## config.mk

```make
export PLATFORM = sky130hd
export DESIGN_NAME = vc_resource_regs
export DESIGN_NICKNAME = d
export VERILOG_FILES = /design/src/vc_resource_pkg.sv /design/src/vc_resource_regs.sv
export SDC_FILE = /design/constraint.sdc
export NUM_CORES = 1
export LEC_CHECK = 0
export ABC_AREA = 1
export BUFFER_PORTS_ARGS = -buffer_cell sky130_fd_sc_hd__buf_2
export CORE_ASPECT_RATIO = 1.25
export CORE_MARGIN = 2
export CORE_UTILIZATION = 48
export CTS_CLUSTER_DIAMETER = 200
export DETAILED_ROUTE_END_ITERATION = 8
export PLACE_DENSITY = 0.8
export SYNTH_ARGS = -nofsm -noshare
export SYNTH_HDL_FRONTEND = slang
export SYNTH_SLANG_ARGS = --single-unit
export TNS_END_PERCENT = 10
```

## constraint.sdc

```tcl
create_clock -name clock_i -period 2.13 [get_ports clock_i]
set_clock_uncertainty 0.15 [all_clocks]
set_input_delay 0.3195 -clock clock_i [delete_from_list [all_inputs] [get_ports clock_i]]
set_output_delay 0.3195 -clock clock_i [all_outputs]
set_load 0.005 [all_outputs]
```

## src/vc_resource_pkg.sv

```systemverilog
// Notes on behaviour
// - table write sets table-status flag bit 16
// - table load completion clears table-status flag
// - negotiation-pending flag follows negotiation, resets zero
// - arbitration capability 19h with strap, else 00h
// - max time slots 7Fh with strap, else 0
// - table offset 08h sixteen-byte units with strap
// - capability reports round-robin and weighted schemes
// - advanced-switching-only bit 14 reads zero
// - class map bit 0 fixed zero, resets 00h
// - autoloaded class map replaces default after reset
// - load-table bit 16 triggers load, reads zero
// - arbitration select accepts 000/011/100, else 000
// - channel identifier resets 001b with strap
// - channel enable bit 31, resets zero
package vc_resource_pkg;
	// register byte addresses
	localparam logic [11:0] STATUS0_ADDR  = 12'h158;
	localparam logic [11:0] CAP1_ADDR     = 12'h15C;
	localparam logic [11:0] CTRL1_ADDR    = 12'h160;
	localparam logic [11:0] IRQ_STAT_ADDR = 12'h1F0;
	localparam logic [11:0] IRQ_MASK_ADDR = 12'h1F4;
	// field positions
	localparam int TBL_STATUS_BIT = 16;
	localparam int NEG_PEND_BIT   = 17;
	localparam int LOAD_TBL_BIT   = 16;
	localparam int ARB_SEL_LSB    = 17;
	localparam int CHAN_ID_LSB    = 24;
	localparam int CHAN_EN_BIT    = 31;
	localparam int SLOTS_LSB      = 16;
	localparam int TBL_OFF_LSB    = 24;
	// strap dependent reset values, then class map reset value and write mask
	localparam logic [7:0] ARB_CAP_PRESENT = 8'h19;
	localparam logic [6:0] SLOTS_PRESENT   = 7'h7F;
	localparam logic [7:0] TBL_OFF_PRESENT = 8'h08;
	localparam logic [2:0] CHAN_ID_PRESENT = 3'h1;
	localparam logic [7:0] TC_MAP_RESET    = 8'h00;
	localparam logic [7:0] TC_MAP_WMASK    = 8'hFE;
	// arbitration schemes
	typedef enum logic [2:0] {
		ARB_DEFAULT  = 3'b000,
		ARB_WRR      = 3'b011,
		ARB_TIME_WRR = 3'b100
	} arb_scheme_t;
	// interrupt event bits
	localparam int IRQ_W          = 3;
	localparam int EV_TBL_WRITE   = 0;
	localparam int EV_LOAD_DONE   = 1;
	localparam int EV_NEG_DONE    = 2;
	localparam logic [1:0] HTRANS_NONSEQ = 2'h2;

	typedef struct packed {
		logic        hsel;
		logic [11:0] haddr;
		logic [1:0]  htrans;
		logic        hwrite;
		logic [2:0]  hsize;
		logic [31:0] hwdata;
		logic        hready;
	} ahb_req_t;

	typedef struct packed {
		logic        channel_enable;
		logic [2:0]  channel_identifier;
		arb_scheme_t arb_select;
		logic [7:0]  traffic_class_map;
	} chan_ctrl_t;
endpackage

```

## src/vc_resource_regs.sv

```systemverilog
`timescale 1ns/1ps
module vc_resource_regs
(
	// clock and reset
	input  wire logic                        clock_i,
	input  wire logic                        reset_n_i,
	// register bus
	input  wire vc_resource_pkg::ahb_req_t   ahb_i,
	output logic                             hreadyout_o,
	output logic                             hresp_o,
	output logic [31:0]                      hrdata_o,
	// switch core side
	input  wire logic                        presence_strap_i,
	input  wire logic                        arb_table_write_i,
	input  wire logic                        load_done_i,
	input  wire logic                        neg_pending_i,
	input  wire logic                        autoload_valid_i,
	input  wire logic [7:0]                  autoload_map_i,
	output logic                             load_table_o,
	output vc_resource_pkg::chan_ctrl_t      chan_ctrl_o,
	// interrupt
	output logic                             irq_o
);
	import vc_resource_pkg::*;

	function automatic arb_scheme_t legal_scheme(input logic [2:0] v);
		case (v)
			ARB_WRR:      legal_scheme = ARB_WRR;
			ARB_TIME_WRR: legal_scheme = ARB_TIME_WRR;
			default:      legal_scheme = ARB_DEFAULT;
		endcase
	endfunction

	logic              strap_r;
	logic              strap_done_r;
	logic [7:0]        cap_arb_r;
	logic [6:0]        cap_slots_r;
	logic [7:0]        cap_off_r;
	logic              tbl_status_r;
	logic              load_busy_r;
	logic              neg_pending_r;
	logic [IRQ_W-1:0]  irq_stat_r;
	logic [IRQ_W-1:0]  irq_mask_r;
	logic              wr_pend_r;
	logic              rd_pend_r;
	logic [11:0]       addr_r;
	logic              load_table_r;
	chan_ctrl_t        ctrl_r;
	logic              hready_r;
	logic [31:0]       hrdata_r;
	logic              addr_ok;
	logic              wr_ctrl;
	logic              wr_irq_stat;
	logic              wr_irq_mask;
	logic [IRQ_W-1:0]  events;
	logic [31:0]       rd_val;

	assign addr_ok     = ahb_i.hsel && ahb_i.hready
		&& ahb_i.htrans == HTRANS_NONSEQ;
	assign wr_ctrl     = wr_pend_r && addr_r == CTRL1_ADDR;
	assign wr_irq_stat = wr_pend_r && addr_r == IRQ_STAT_ADDR;
	assign wr_irq_mask = wr_pend_r && addr_r == IRQ_MASK_ADDR;

	// bus phases; reads take one wait state so a write just before lands
	always_ff @(posedge clock_i or negedge reset_n_i)
	begin
		if (!reset_n_i)
		begin
			wr_pend_r <= 1'b0;
			rd_pend_r <= 1'b0;
			addr_r    <= 12'h000;
			hready_r  <= 1'b1;
		end
		else
		begin
			wr_pend_r <= addr_ok && ahb_i.hwrite;
			rd_pend_r <= addr_ok && !ahb_i.hwrite;
			hready_r  <= !(addr_ok && !ahb_i.hwrite);
			if (addr_ok)
				addr_r <= ahb_i.haddr;
		end
	end

	// read mux; unmapped and reserved bits read zero
	always_comb
	begin
		rd_val = 32'h0000_0000;
		case (addr_r)
			STATUS0_ADDR:
			begin
				rd_val[TBL_STATUS_BIT] = tbl_status_r;
				rd_val[NEG_PEND_BIT]   = neg_pending_r;
			end
			CAP1_ADDR:
			begin
				rd_val[7:0]                    = cap_arb_r;
				rd_val[SLOTS_LSB+:7]           = cap_slots_r;
				rd_val[TBL_OFF_LSB+:8]         = cap_off_r;
				rd_val[14]                     = 1'b0;
			end
			CTRL1_ADDR:
			begin
				rd_val[7:0]              = ctrl_r.traffic_class_map;
				rd_val[LOAD_TBL_BIT]     = 1'b0;
				rd_val[ARB_SEL_LSB+:3]   = ctrl_r.arb_select;
				rd_val[CHAN_ID_LSB+:3]   = ctrl_r.channel_identifier;
				rd_val[CHAN_EN_BIT]      = ctrl_r.channel_enable;
			end
			IRQ_STAT_ADDR: rd_val[IRQ_W-1:0] = irq_stat_r;
			IRQ_MASK_ADDR: rd_val[IRQ_W-1:0] = irq_mask_r;
			default:       rd_val = 32'h0000_0000;
		endcase
	end

	always_ff @(posedge clock_i or negedge reset_n_i)
	begin
		if (!reset_n_i)
			hrdata_r <= 32'h0000_0000;
		else if (rd_pend_r)
			hrdata_r <= rd_val;
	end

	// strap sampled while reset is held, so a strap that settles late
	// in reset still counts; no reset of its own, the pin is its source
	always_ff @(posedge clock_i)
	begin
		if (!reset_n_i)
			strap_r <= presence_strap_i;
	end

	// capabilities take the sampled strap on the first edge after release
	always_ff @(posedge clock_i or negedge reset_n_i)
	begin
		if (!reset_n_i)
		begin
			strap_done_r <= 1'b0;
			cap_arb_r    <= 8'h00;
			cap_slots_r  <= 7'h00;
			cap_off_r    <= 8'h00;
		end
		else if (!strap_done_r)
		begin
			strap_done_r <= 1'b1;
			cap_arb_r    <= strap_r ? ARB_CAP_PRESENT
				: 8'h00;
			cap_slots_r  <= strap_r ? SLOTS_PRESENT
				: 7'h00;
			cap_off_r    <= strap_r ? TBL_OFF_PRESENT
				: 8'h00;
		end
	end

	// control register; strap-dependent id loaded with the capabilities
	always_ff @(posedge clock_i or negedge reset_n_i)
	begin
		if (!reset_n_i)
		begin
			ctrl_r.traffic_class_map  <= TC_MAP_RESET;
			ctrl_r.arb_select         <= ARB_DEFAULT;
			ctrl_r.channel_identifier <= 3'h0;
			ctrl_r.channel_enable     <= 1'b0;
		end
		else if (!strap_done_r)
			ctrl_r.channel_identifier <= strap_r
				? CHAN_ID_PRESENT : 3'h0;
		else if (wr_ctrl)
		begin
			ctrl_r.traffic_class_map  <= ahb_i.hwdata[7:0]
				& TC_MAP_WMASK;
			ctrl_r.arb_select         <= legal_scheme(
				ahb_i.hwdata[ARB_SEL_LSB+:3]);
			ctrl_r.channel_identifier <= ahb_i.hwdata[CHAN_ID_LSB+:3];
			ctrl_r.channel_enable     <= ahb_i.hwdata[CHAN_EN_BIT];
		end
		else if (autoload_valid_i)
			ctrl_r.traffic_class_map  <= autoload_map_i
				& TC_MAP_WMASK;
	end

	// load trigger is a one-cycle pulse; nothing is stored for readback
	always_ff @(posedge clock_i or negedge reset_n_i)
	begin
		if (!reset_n_i)
			load_table_r <= 1'b0;
		else
			load_table_r <= wr_ctrl
				&& ahb_i.hwdata[LOAD_TBL_BIT];
	end

	// table status: a fresh table write wins over a finishing load
	always_ff @(posedge clock_i or negedge reset_n_i)
	begin
		if (!reset_n_i)
		begin
			tbl_status_r <= 1'b0;
			load_busy_r  <= 1'b0;
		end
		else
		begin
			if (load_table_r)
				load_busy_r <= 1'b1;
			else if (load_done_i)
				load_busy_r <= 1'b0;
			if (arb_table_write_i)
				tbl_status_r <= 1'b1;
			else if (load_busy_r && load_done_i)
				tbl_status_r <= 1'b0;
		end
	end

	always_ff @(posedge clock_i or negedge reset_n_i)
	begin
		if (!reset_n_i)
			neg_pending_r <= 1'b0;
		else
			neg_pending_r <= neg_pending_i;
	end

	assign events[EV_TBL_WRITE] = arb_table_write_i;
	assign events[EV_LOAD_DONE] = load_busy_r && load_done_i;
	assign events[EV_NEG_DONE]  = neg_pending_r && !neg_pending_i;

	// sticky status, write one to clear; a new event beats the clear
	always_ff @(posedge clock_i or negedge reset_n_i)
	begin
		if (!reset_n_i)
		begin
			irq_stat_r <= '0;
			irq_mask_r <= '0;
			irq_o      <= 1'b0;
		end
		else
		begin
			irq_stat_r <= events | (irq_stat_r
				& ~(wr_irq_stat ? ahb_i.hwdata[IRQ_W-1:0] : '0));
			if (wr_irq_mask)
				irq_mask_r <= ahb_i.hwdata[IRQ_W-1:0];
			irq_o <= |(irq_stat_r & irq_mask_r);
		end
	end

	always_ff @(posedge clock_i or negedge reset_n_i)
	begin
		if (!reset_n_i)
			hresp_o <= 1'b0;
		else
			hresp_o <= 1'b0;
	end

	assign hreadyout_o  = hready_r;
	assign hrdata_o     = hrdata_r;
	assign load_table_o = load_table_r;
	assign chan_ctrl_o  = ctrl_r;
endmodule // vc_resource_regs

```

* Word-level counts from Yosys, hierarchy flattened
Index checks and enable logic that the tools add are counted.
** Operators by class
- Eq/ne operators :: 9
- Multiplexer cells :: 22
- Bitwise operators :: 4
- Reductions and logical operators :: 19
** Operators by type and width (number)
- $eq A12 B9 Y1 const B :: 5
- $mux W8 :: 2
- $pmux W3 S2 :: 2
- $pmux W3 S4 :: 1
- $logic_and A1 B1 Y1 :: 10
- $pmux W5 S2 :: 1
- $mux W3 :: 3
- $mux W4 :: 2
- $mux W7 :: 1
- $and A3 B3 Y3 :: 2
- $mux W6 :: 1
- $pmux W2 S3 :: 1
- $reduce_bool A2 Y1 :: 3
- $mux W1 :: 5
- $mux W5 :: 1
- $pmux W2 S2 :: 1
- $reduce_and A2 Y1 :: 2
- $eq A3 B2 Y1 const B :: 1
- $eq A3 B3 Y1 const B :: 1
- $logic_not A1 Y1 :: 3
- $not A3 Y3 :: 1
- $or A3 B3 Y3 :: 1
- $reduce_or A3 Y1 :: 1
- $eq A2 B2 Y1 const B :: 1
- 2 further kinds :: 2
** Storage, ports and cells
- Bits in registers :: 89
- Bits of input ports :: 67
- Output and inout bits :: 51
- Word-level logic and storage cells :: 75

* Longest topological paths before layout
- Depth after elaboration :: 6
- Mapped depth :: 9
- Mapped depth without buffers :: 9

* Least setup slack after synthesis
OpenSTA, ideal clock, no wires.
- Path type :: register to register
- From :: reg addr_r[1]
- To :: reg ctrl_r, in the netlist chan_ctrl_o[1]
- Setup time :: 0.117 ns
- Data arrival time :: 1.204 ns
- Required time :: 1.863 ns
- Slack :: 0.659 ns
- Stages on the path, launching flop included :: 8
- Path buffers :: 1
- Clock period less this slack :: 1.471 ns
- Cells stage by stage :: dfrtp_1 > nor2_2 > nand2_2 > inv_2 > nand4_4 > buf_6 > nand3_1 > nand2_1
** On the way
- Cells in the longest elaborated chain, start to end :: 4
- Elaborated cells on any way between the ends :: 5
- Those cells by class :: eq/ne: 1; mux: 1; reduce/logical: 3
** Ends and longest elaborated chain
- from (decl) :: RTL line vc_resource_regs.sv:46 : logic [11:0] addr_r;
- from (signal assigned) :: RTL line vc_resource_regs.sv:80 : addr_r <= ahb_i.haddr;
- $eq A12 B9 Y1 * :: RTL line vc_resource_regs.sv:60 : assign wr_ctrl = wr_pend_r && addr_r == CTRL1_ADDR;
- $logic_and A1 B1 Y1 * :: RTL line vc_resource_regs.sv:60
- $reduce_bool A2 Y1 (no line)
- $reduce_and A2 Y1 (no line)
- to (decl) :: RTL line vc_resource_regs.sv:48 : chan_ctrl_t ctrl_r;
Mark *: on every way between the ends. The rest lies on a longest branch, timed or not.
A chain may end at the register's enable or synchronous reset.

* Worst setup path after layout
- From :: reg addr_r[9]
- To :: reg ctrl_r, in the netlist chan_ctrl_o[11]
** On the way
- Cells in the longest elaborated chain, start to end :: 3
** Ends and longest elaborated chain (RTL line)
- $eq A12 B9 Y1 :: vc_resource_regs.sv:60
- $logic_and A1 B1 Y1 :: vc_resource_regs.sv:60
- $ne A2 B1 Y1 (no line)
No other way between the ends.

==> impl_results.md <==
- Netlist cell types: 27
- Drt total wl: 6.19 mm
- Drt pass-1 iters: 4
- CP Data Required Time: 2250 ps
- Clock transition at path regs: around 60 ps
- Status: finished, final reports clean
- TritonCTS clock tree: done
- Clk buf depth: 2
- GRT Overall Usage: between 20% and 30%
- Leakage: slightly above 2 nW
- Synth Area per Inst: 8.11 um2
- Post-synth top flop: dfrtp_1
- Max Slew Vio Count: 0
- Total of warnings raised by yosys: 0
- Post-synthesis sequential area ratio: 52.4%
- Nets: about 500
- Die area: around 0.0065 mm2
- Maximum vdd drop: between 0.3 and 0.4 mV
- Ports: about 120
- Worst-case reg-to-reg path depth: 7
- Crit-path max FO: 17
- Pre-CTS setup slack: between 300 and 400 ps
- Number of global-route vias before repair: ~2.3k
- RD Place Congestion: between 0.8 and 0.9
- Starting Density: around half
- Rows: 31
- Routed vias: between 2k and 2.5k
- Residual DRC: 0
- Initial antenna violation count: 0
- RSZ-0062 raised after global routing: no
- Critical Path Sink Type: register
- Crit path launch type: register
- Hold path cells: 1
- Area share of the largest cell type after synthesis: around half
- Clock Sinks: 59
- Detailed router's first-iteration violation count: between 150 and 200
- Met3 Usage GRT: 6.28%
- Total global routing overflow: 0
- CTS H-Tree Depth: 3
- Hold Slack: ~7.3 ps
- Crit path kind: reg2reg
- Die Span X: slightly above 70 um
- CTS Root Cell: clkbuf_8
- GR peak layer: met2
- Wire per inst: 12.3 um
- Antenna cell count: 0
- Crit path launch: addr_r[9]
- GR Util met1: between 20% and 30%
- Core area: approximately 0.0057 mm2
- Fmax: between 500 and 600 MHz
- Top cells by area, synth: dfrtp_1 50%, nand2_1 18%, nand3_1 7.1%, buf_4 4.8%, inv_1 3.3%
- Placed cell area: between 0.003 and 0.004 mm2
- Final Worst Setup Slack: ~310 ps
- Global-route wire length before repair: approximately 10 mm
- Hold Vio Cnt, Final: 0
- Met2 usage: 32.0%
- Dominant cell type by area after synthesis: dfrtp_1
- Max-cap viol count: 0
- Hold Crit Class: in2reg
- Die H: approximately 90 um
- Tcrit/Tclk final: ~85%
- Flop and latch count out of synthesis: between 50 and 60
- P&R area growth vs syn: 21.4%
- Async set-reset flop share out of synthesis: between 90% and 100%
- Final HPWL DP: 4.62 mm
- Worst-skew pair later-pin latency: 340 ps
- Setup tns final: 0 ps
- Via density: a little under 5
- Synthesized instance count: 349
- Number of synthesized flops with an enable pin: 1
- Final Critical Period: 1820 ps
- Largest net degree at the start of global routing: about 60
- Final ANT Viol Nets: 0
- Final instance area: around 0.0034 mm2
- Hold wc startpoint: presence_strap_i
- Synthesized cell area: 0.00283 mm2
- Worst EP arrival: about 1900 ps
- IO Port Bufs: 83
- Critical register-to-register path startpoint: addr_r[9]
- Setup Viol. Count Final: 0
- Pwr Density: between 700 and 800 mW/mm2
- CTS Buf Count: 9
- Share of layout cells above drive strength 1: 26.4%
-- power breakdown --
group	total (mW)	switching, mW	internal [mW]	leakage [nW]
combinational	0.312	0.198	0.115	1.20
sequential	1.26	0.0634	1.20	0.724
clock	0.935	0.405	0.530	0.0902
total	2.51	0.666	1.84	2.01
-- repair_timing --
action	CTS	global route
resized for setup	0	0
setup endpoints to repair	0	0
endpoints found under the hold margin	59	0
setup buffers	0	0
hold buffers	3	0
-- state kept, by name, summed over array words and instances (netlist names) --
signal         count
strap_r            1
irq_mask_r         3
hreadyout_o        1
rd_pend_r          1
load_table_o       1
hrdata_o          17
neg_pending_r      1
irq_stat_r         3
irq_o              1
cap_slots_r        1
addr_r            12
tbl_status_r       1
chan_ctrl_o       13
wr_pend_r          1
load_busy_r        1
strap_done_r       1
-- Yosys cell counts, types with 3 or more instances --
cell type and count:
nand2_1 137, dfrtp_1 57, nand3_1 40, inv_1 25
buf_4 18, nor2_1 17, o21ai_0 12, nand4_1 8
buf_2 5, nand2_2 4, inv_2 3, nor2_2 3
o21ai_2 3
-- cell usage in the layout, fill, tap and decap left out --
cell | netlist | final
nand2_1 | 137 | 137
buf_2 | 5 | 83
dfrtp_1 | 57 | 57
nand3_1 | 40 | 40
inv_1 | 25 | 25
nor2_1 | 17 | 17
conb_1 | 2 | 15
o21ai_0 | 12 | 12
clkbuf_8 | 0 | 9
nand4_1 | 8 | 8
nand2_2 | 4 | 4
nor2_2 | 3 | 3
inv_2 | 3 | 3
o21ai_2 | 3 | 3
clkbuf_1 | 2 | 3
dlygate4sd3_1 | 0 | 3
and3_1 | 2 | 2
clkinv_2 | 0 | 2
buf_4 | 18 | 2
nor2_8 | 1 | 1
nand4_4 | 1 | 1
nor2_4 | 1 | 1
nand3_2 | 1 | 1
nand3b_1 | 1 | 1
o21bai_1 | 1 | 1
clkinv_1 | 1 | 1
bufinv_16 | 0 | 1
dfstp_2 | 1 | 1
buf_12 | 0 | 1
edfxtp_1 | 1 | 1
-- layout make-up --
class,count,area [um2]
fill,551,2310
timing repair buffer,89,480
inverter,29,109
clock inverter,3,40.0
clock buffer,12,135
tap,66,82.6
sequential,59,1480
multi-input combinational,247,1100
-- worst max-delay path, stage by stage, from the launching register on --
cell and delay, ps:
dfrtp_1 380, nor2_1 130, nand2_2 120, inv_2 250
nand2_1 110, nor2_2 360, nand4_1 130, nand3_1 110
-- per-stage QoR --
step | util (%) | power (mW) | instances
final | 59.8 | 2.51 | 505
after global placement | 56.3 | 1.58 | 487
after global routing | 59.8 | 2.63 | 505
after floorplan | - | 1.47 | 362
after CTS | 59.8 | 2.53 | 505
after detailed placement | 56.3 | 1.59 | 487
-- worst paths after layout --
kind                                   end  slack (ps)
min reg2reg                    load_busy_r         320
min                                strap_r           7
min in group asynchronous  chan_ctrl_o[14]         390
max in group asynchronous      hreadyout_o        1130
max reg2reg                chan_ctrl_o[11]         310
max                        chan_ctrl_o[11]         310
-- kinds of logic (layout without fill, tap and decap cells) --
kind of cell    Yosys count  count (layout)  synth area share (%)
compound gates           16              16                  3.32
other cells               2              15                 0.265
simple gates            216             216                  33.7
flops                    59              59                  52.4
buf+inv                  56             133                  10.3
-- layer usage --
layer / vias up / wire [um]
li1: 1237 / -
met1: 1147 / 2470
met4: 0 / 123
met5: - / 0
met2: 77 / 3190
met3: 8 / 408
Note: power is estimated with default switching activity, not from simulation.
